## config.mk

```make
export PLATFORM = sky130hd
export DESIGN_NAME = psl_pins
export DESIGN_NICKNAME = d
export VERILOG_FILES = /design/src/hdl/psl_pkg.sv /design/src/hdl/psl_strap_if.sv /design/src/hdl/psl_pins.sv /design/src/hdl/psl_strap_cap.sv
export SDC_FILE = /design/constraint.sdc
export NUM_CORES = 1
export LEC_CHECK = 0
export BUFFER_PORTS_ARGS = -buffer_cell sky130_fd_sc_hd__buf_4
export CAP_MARGIN = 20
export CORE_MARGIN = 1.5
export CORE_UTILIZATION = 43
export DETAILED_ROUTE_END_ITERATION = 8
export SYNTH_ARGS = -nofsm -noshare
export SYNTH_HDL_FRONTEND = slang
export SYNTH_SLANG_ARGS = --single-unit
export TNS_END_PERCENT = 50
```

## constraint.sdc

```tcl
create_clock -name clk -period 2.6 [get_ports clk]
set_clock_uncertainty 0.15 [all_clocks]
set_input_delay 0.13 -clock clk [delete_from_list [all_inputs] [get_ports clk]]
set_output_delay 0.13 -clock clk [all_outputs]
set_load 0.01 [all_outputs]
```

## src/hdl/psl_pkg.sv

```systemverilog
// constants and types for the phy strap and indicator pin block
package psl_pkg;
  // ----------------------------------------
  // pin vector layout of the dual-use pins
  // ----------------------------------------
  localparam int PIN_RXD0 = 0;
  localparam int PIN_RXD3 = 3;
  localparam int PIN_COL = 4;
  localparam int PIN_CRS = 5;
  localparam int PIN_INT = 6;
  localparam int PIN_LINK = 7;
  localparam int PIN_SPEED = 8;
  localparam int PIN_COUNT = 9;
  // ----------------------------------------
  // timing
  // ----------------------------------------
  localparam int CLK_PERIOD_NS = 8;
  localparam int STRAP_HOLD_CYCLES = 3;
  localparam logic [1:0] STRAP_CNT_RESET = 2'h0;
  localparam longint ACT_BLINK_NS = 64000000;
  localparam int ACT_BLINK_CYCLES = int'(ACT_BLINK_NS / CLK_PERIOD_NS);
  localparam logic [31:0] BLINK_CNT_RESET = 32'h0;
  // ----------------------------------------
  // reset values
  // ----------------------------------------
  localparam logic [PIN_COUNT-1:0] PIN_SYNC_RESET = 9'h0;
  localparam logic [4:0] PHY_ADDR_RESET = 5'h0;
  localparam logic [3:0] RXD_RESET = 4'h0;
  // ----------------------------------------
  // types
  // ----------------------------------------
  typedef enum logic {PH_STRAP, PH_RUN} psl_phase_type;
  typedef struct packed {
    logic rmii_select;
    logic back_to_back;
    logic [4:0] phy_address_strap;
    logic link_activity_level;
    logic fast_speed_strap;
  } psl_strap_type;
  localparam psl_strap_type STRAP_RESET = 9'h0;
endpackage

```

## src/hdl/psl_strap_if.sv

```systemverilog
// strap values handed from the capture module to the pin logic
`timescale 1ns/1ns
interface psl_strap_if;
  import psl_pkg::*;
  logic run;
  psl_strap_type straps;
  modport cap (output run, output straps);
  modport use_side (input run, input straps);
endinterface

```

## src/hdl/psl_pins.sv

```systemverilog
// dual-use strap and indicator pins of the transceiver
`timescale 1ns/1ns
//
// Operation
// - Each dual-use pin is released to its pull and sampled after reset, then driven as an output.
// - Collision is driven after reset; its reset level selects the reduced interface.
// - The carrier pin's reset level sets back-to-back mode, valid only with the reduced interface.
// - The interrupt output's active level follows the polarity select input.
// - The interrupt pin's reset level is address bit 0.
// - A low level on the link/activity pin at reset enters factory test mode.
// - Link/activity is high with no link, low with link, toggling on traffic.
// - The speed pin's reset level loads the speed-select bit.
// - The speed indicator is active low and high at 10 Mb/s.
// - The receive data pins' reset levels are address bits 4 down to 1, with PIN_RXD0 giving bit 4.
module psl_pins #(
  parameter int ACT_BLINK_CYCLES = psl_pkg::ACT_BLINK_CYCLES
) (
  // clock and reset
  input wire logic clk,
  input wire logic rst,
  // pin levels seen from outside
  input wire logic [psl_pkg::PIN_COUNT-1:0] pin_in,
  // pin drivers
  output logic [psl_pkg::PIN_COUNT-1:0] pin_out,
  output logic [psl_pkg::PIN_COUNT-1:0] pin_oe,
  // core state to show on the pins
  input wire logic [3:0] rx_data,
  input wire logic collision,
  input wire logic carrier,
  input wire logic interrupt_event,
  input wire logic interrupt_active_high,
  input wire logic link_up,
  input wire logic activity,
  input wire logic speed_100,
  // captured configuration
  output logic strap_done,
  output logic rmii_select,
  output logic reduced_if_back_to_back,
  output logic [4:0] phy_address_strap,
  output logic test_mode,
  output logic speed_select
);
  import psl_pkg::*;

  psl_strap_if sif ();

  psl_strap_cap u_cap (
    .clk(clk),
    .rst(rst),
    .pin_in(pin_in),
    .sif(sif.cap)
  );

  logic [PIN_COUNT-1:0] out_ff;
  logic [PIN_COUNT-1:0] nxt_out;
  logic [PIN_COUNT-1:0] oe_ff;
  logic [PIN_COUNT-1:0] nxt_oe;
  logic done_ff;
  logic rmii_ff;
  logic btb_ff;
  logic [4:0] addr_ff;
  logic test_ff;
  logic spd_sel_ff;
  logic [31:0] blink_ff;
  logic [31:0] nxt_blink;
  logic blink_lvl_ff;
  logic nxt_blink_lvl;

  // ----------------------------------------
  // pin drive
  // ----------------------------------------
  always_comb begin
    nxt_out = PIN_SYNC_RESET;
    nxt_oe = {PIN_COUNT{sif.run}};
    nxt_blink = blink_ff;
    nxt_blink_lvl = blink_lvl_ff;
    // activity blink timer
    if (link_up && activity) begin
      if (blink_ff >= 32'(ACT_BLINK_CYCLES - 1)) begin
        nxt_blink = BLINK_CNT_RESET;
        nxt_blink_lvl = ~blink_lvl_ff;
      end else begin
        nxt_blink = blink_ff + 32'h1;
      end
    end else begin
      nxt_blink = BLINK_CNT_RESET;
      nxt_blink_lvl = 1'b0;
    end
    if (sif.run) begin
      nxt_out[PIN_RXD3:PIN_RXD0] = rx_data;
      nxt_out[PIN_COL] = collision;
      nxt_out[PIN_CRS] = carrier;
      nxt_out[PIN_INT] = interrupt_event ? interrupt_active_high
                                         : ~interrupt_active_high;
      if (!link_up) begin
        nxt_out[PIN_LINK] = 1'b1;
      end else begin
        nxt_out[PIN_LINK] = activity ? nxt_blink_lvl : 1'b0;
      end
      nxt_out[PIN_SPEED] = ~speed_100;
    end
  end

  always_ff @(posedge clk or posedge rst) begin
    if (rst) begin
      out_ff <= PIN_SYNC_RESET;
      oe_ff <= PIN_SYNC_RESET;
      blink_ff <= BLINK_CNT_RESET;
      blink_lvl_ff <= 1'b0;
    end else begin
      out_ff <= nxt_out;
      oe_ff <= nxt_oe;
      blink_ff <= nxt_blink;
      blink_lvl_ff <= nxt_blink_lvl;
    end
  end

  // ----------------------------------------
  // configuration outputs
  // ----------------------------------------
  always_ff @(posedge clk or posedge rst) begin
    if (rst) begin
      done_ff <= 1'b0;
      rmii_ff <= 1'b0;
      btb_ff <= 1'b0;
      addr_ff <= PHY_ADDR_RESET;
      test_ff <= 1'b0;
      spd_sel_ff <= 1'b0;
    end else begin
      done_ff <= sif.run;
      rmii_ff <= sif.straps.rmii_select;
      btb_ff <= sif.straps.back_to_back;
      addr_ff <= sif.straps.phy_address_strap;
      test_ff <= sif.run & ~sif.straps.link_activity_level;
      spd_sel_ff <= sif.straps.fast_speed_strap;
    end
  end

  assign pin_out = out_ff;
  assign pin_oe = oe_ff;
  assign strap_done = done_ff;
  assign rmii_select = rmii_ff;
  assign reduced_if_back_to_back = btb_ff;
  assign phy_address_strap = addr_ff;
  assign test_mode = test_ff;
  assign speed_select = spd_sel_ff;
endmodule

```

## src/hdl/psl_strap_cap.sv

```systemverilog
// strap capture: pin synchroniser, hold phase and latched strap values
`timescale 1ns/1ns
module psl_strap_cap (
  // clock and reset
  input wire logic clk,
  input wire logic rst,
  // raw pin levels
  input wire logic [psl_pkg::PIN_COUNT-1:0] pin_in,
  // captured straps
  psl_strap_if.cap sif
);
  import psl_pkg::*;

  logic [PIN_COUNT-1:0] sync1_ff;
  logic [PIN_COUNT-1:0] sync2_ff;
  psl_phase_type phase_ff;
  psl_phase_type nxt_phase;
  logic [1:0] cnt_ff;
  logic [1:0] nxt_cnt;
  psl_strap_type strap_ff;
  psl_strap_type nxt_strap;

  // ----------------------------------------
  // next state
  // ----------------------------------------
  always_comb begin
    nxt_phase = phase_ff;
    nxt_cnt = cnt_ff;
    nxt_strap = strap_ff;
    case (phase_ff)
      PH_STRAP: begin
        // pins float on their pulls while sampled
        if (cnt_ff == 2'(STRAP_HOLD_CYCLES - 1)) begin
          nxt_phase = PH_RUN;
          nxt_strap.rmii_select = sync2_ff[PIN_COL];
          nxt_strap.back_to_back = sync2_ff[PIN_CRS] & sync2_ff[PIN_COL];
          nxt_strap.phy_address_strap[0] = sync2_ff[PIN_INT];
          nxt_strap.phy_address_strap[4:1] = {sync2_ff[PIN_RXD0], sync2_ff[1],
                                               sync2_ff[2], sync2_ff[PIN_RXD3]};
          nxt_strap.link_activity_level = sync2_ff[PIN_LINK];
          nxt_strap.fast_speed_strap = sync2_ff[PIN_SPEED];
        end else begin
          nxt_cnt = cnt_ff + 2'h1;
        end
      end
      PH_RUN: begin
        // straps frozen until the next reset
        nxt_phase = PH_RUN;
      end
      default: begin
        nxt_phase = PH_STRAP;
      end
    endcase
  end

  // ----------------------------------------
  // registers
  // ----------------------------------------
  always_ff @(posedge clk or posedge rst) begin
    if (rst) begin
      sync1_ff <= PIN_SYNC_RESET;
      sync2_ff <= PIN_SYNC_RESET;
      phase_ff <= PH_STRAP;
      cnt_ff <= STRAP_CNT_RESET;
      strap_ff <= STRAP_RESET;
    end else begin
      sync1_ff <= pin_in;
      sync2_ff <= sync1_ff;
      phase_ff <= nxt_phase;
      cnt_ff <= nxt_cnt;
      strap_ff <= nxt_strap;
    end
  end

  assign sif.run = (phase_ff == PH_RUN);
  assign sif.straps = strap_ff;
endmodule

```

==> flow_summary.ini <==
[status]
status = finished, final reports clean

[logic_synthesis]
synth_top_family_by_area = simple AND/OR/NAND/NOR gates
yosys.area_share.simple = 0.150
ys_warn_count = 0
synthFlopType = dfrtp_1
synth.area.mux_share = 0.0297
async_reset_ff_frac = 1.00
ys_seq_area_frac = 0.677
syn_area_um2 = 3030
syn_inst = 230
ys_ff_latch = 82
syn_area_per_cell_um2 = 13.2
synth-edff-count = 0
synth-compound-area-share = 0.0219
synth_cell_types = 34
synth_xor_area_frac = 0.0635
synthAdderAreaFrac = 0.00825

[cts]
cts.clk_slew.worst_paths_ps = 90
cts_setup_buffers = 0
clockBufferDepth = 2
cts.sinks = 82
cts_resized = 0
ctsHoldBuffers = 22
clkLatencyLatePin_ps = 360
cts_buffers = 9
htree_levels = 3
cts_root_buf = clkbuf_8
cts_tree = built

[floorplan]
start_util = 0.446
die_area_um2 = 7570
row_count = 30
die_y_um = 87.0
core-area_um2 = 6790
pin_count = 50
chipWidth_um = 87.0

[timing]
finalHoldViolCount = 0
tns_ps = 0
finalCritPeriodShare = 0.931
hold_ws_ps = 203
setup_viol_count_final = 0
drv_slew = 0
clock.fmax_ghz = 0.413
worstMarginPinSlew_ps = 781
max_slew_margin = 0.478
period_needed_ps = 2420
rsz0062_at_grt = false

[final_layout]
nets = 332
drive_above_1_share = 0.294
n_antenna_cell = 0
area_growth_pct = 29.0

[global_routing]
first_global_vias = 1765
grt_max_degree = 47
grt_antenna_before_repair = 0
grt_remaining_overflow = 0
grt_use_total = 0.142
grt_pass1_wl_mm = 7.99

[setup_path]
reg2reg_depth = 6
worstReg2RegStart = blink_ff[14]
rrSetupSlack_ps = 180
cp-start-kind = flip-flop
critPathMaxFanout = 23
required_ps = 2730
worstSetupPathType = flip-flop to flip-flop
cp-end-kind = flip-flop
r2r-end = blink_ff[14]
arrival_ps = 2550

[route]
drt-total-wl_mm = 4.62
final_antenna_net_count = 0
drtIter0Drc = 106
via_count = 1792
wl_per_cell_um = 11.3
drc_errors = 0
firstDrtPassIters = 4
avgViaCountPerCell = 4.38

[min_path]
whs_path_depth = 0
min_to = u_cap.sync2_ff[2]
holdCritStartpoint = u_cap.sync1_ff[2]
worstHoldPathType = flip-flop to flip-flop

[job]
drv_cap = 0

[place]
gp_congestion = 0.712
dp_hpwl_mm = 2.97
numPortBuffers = 49

[pwr]
cellPowerDensity_nw_per_um2 = 623
worst_ir_drop_vdd_uv = 423
p_leak_nw = 1.69
-- cell families (layout without fill, tap and decap cells) --
group,after synthesis,in the layout
compound gates,9,9
xor+xnor,22,22
fa+ha+maj,2,2
buf+inv,22,97
flops,82,82
mux,8,8
other cells,1,9
simple gates,84,84
-- critical path, stage by stage (launching register included) --
cell,delay [ps]
dfrtp_1,410
or3_1,390
or4_1,400
o221a_2,290
or3_1,400
buf_12,190
nor2_1,120
-- per-layer routing --
layer / up-vias / global-route usage / routed length (um)
li1: 899 / - / -
met1: 841 / 0.183 / 2210
met2: 45 / 0.211 / 2090
met3: 7 / 0.0351 / 212
met4: 0 / 0.0968 / 96
met5: - / 0 / 0
-- area by class of cell --
class	count	area [um2]
Clock buffer	9	124
Clock inverter	7	88.8
Fill cell	546	2880
Inverter	7	27.5
Multi-Input combinational cell	134	863
Sequential cell	82	2050
Tap cell	96	120
Timing Repair Buffer	74	636
-- power by group --
| part | internal [mW] | switching (mW) |
|---|---|---|
| clock network | 0.470 | 0.505 |
| registers | 1.32 | 0.0136 |
| logic | 0.0761 | 0.0546 |
-- flip-flops by register name, summed over array words and instances, names as in the netlist --
signal                   count
u_cap.sync2_ff               9
u_cap.sif.straps             9
blink_ff                    32
reduced_if_back_to_back      1
strap_done                   1
rmii_select                  1
u_cap.sync1_ff               9
test_mode                    1
pin_out                      9
u_cap.cnt_ff                 2
u_cap.sif.run                1
blink_lvl_ff                 1
speed_select                 1
phy_address_strap            5
-- synthesized netlist by cell type (all sizes together) (2+ instances only) --
library cell,instances,area share
nor3,8,0.013
o2111ai,2,0.0058
nand3,9,0.015
ha,2,0.0082
xor2,10,0.029
o21ai,2,0.0033
nor2b,3,0.0062
nor4,4,0.0082
inv,7,0.0087
nand4,5,0.010
xnor2,12,0.035
dfrtp,82,0.68
buf,12,0.036
or2,2,0.0041
or3,3,0.0062
nand2,10,0.012
and2,7,0.014
mux2,8,0.030
nor2,29,0.051
clkbuf,3,0.0037
-- placed cells by master, fill, tap and decap left out, types with 2 or more instances in the layout --
cell,n
inv_6,2
nand2_1,10
nand3_1,9
nor4_1,4
clkbuf_8,9
and2_1,7
nor2b_1,3
or2_2,2
conb_1,9
or3_1,3
inv_8,3
dlygate4sd3_1,22
nor3_1,8
nor2_4,3
dfrtp_1,82
inv_1,6
nor2_1,17
xnor2_1,12
nand4_1,5
nor2_2,9
xor2_1,10
buf_4,50
o2111ai_1,2
ha_1,2
o21ai_0,2
buf_12,2
mux2_2,8
-- worst max path at each step --
stage / cells past startpoint / end / slack [ps] / startpoint
3_5_place_dp: 6 / blink_ff[14] / 180 / blink_ff[14]
2_1_floorplan: 1 / blink_ff[0] / 210 / rst
6_report: 6 / blink_ff[14] / 180 / blink_ff[14]
3_3_place_gp: 6 / blink_ff[6] / 240 / blink_ff[14]
5_1_grt: 6 / blink_ff[14] / 70 / blink_ff[14]
4_1_cts: 6 / blink_ff[14] / 160 / blink_ff[14]
-- metrics by stage --
step / power [mW] / utilization / instance area, um2 / cells / worst slack, ps
after global routing: 2.54 / 0.576 / 3910 / 409 / 69.9
final: 2.44 / 0.576 / 3910 / 409 / 179
after CTS: 2.47 / 0.576 / 3910 / 409 / 162
after global placement: 1.46 / 0.512 / 3480 / 371 / 236
after detailed placement: 1.46 / 0.512 / 3480 / 371 / 180
after floorplan: 1.40 / - / 3060 / 238 / 212
Note: power is estimated with default switching activity, not from simulation.
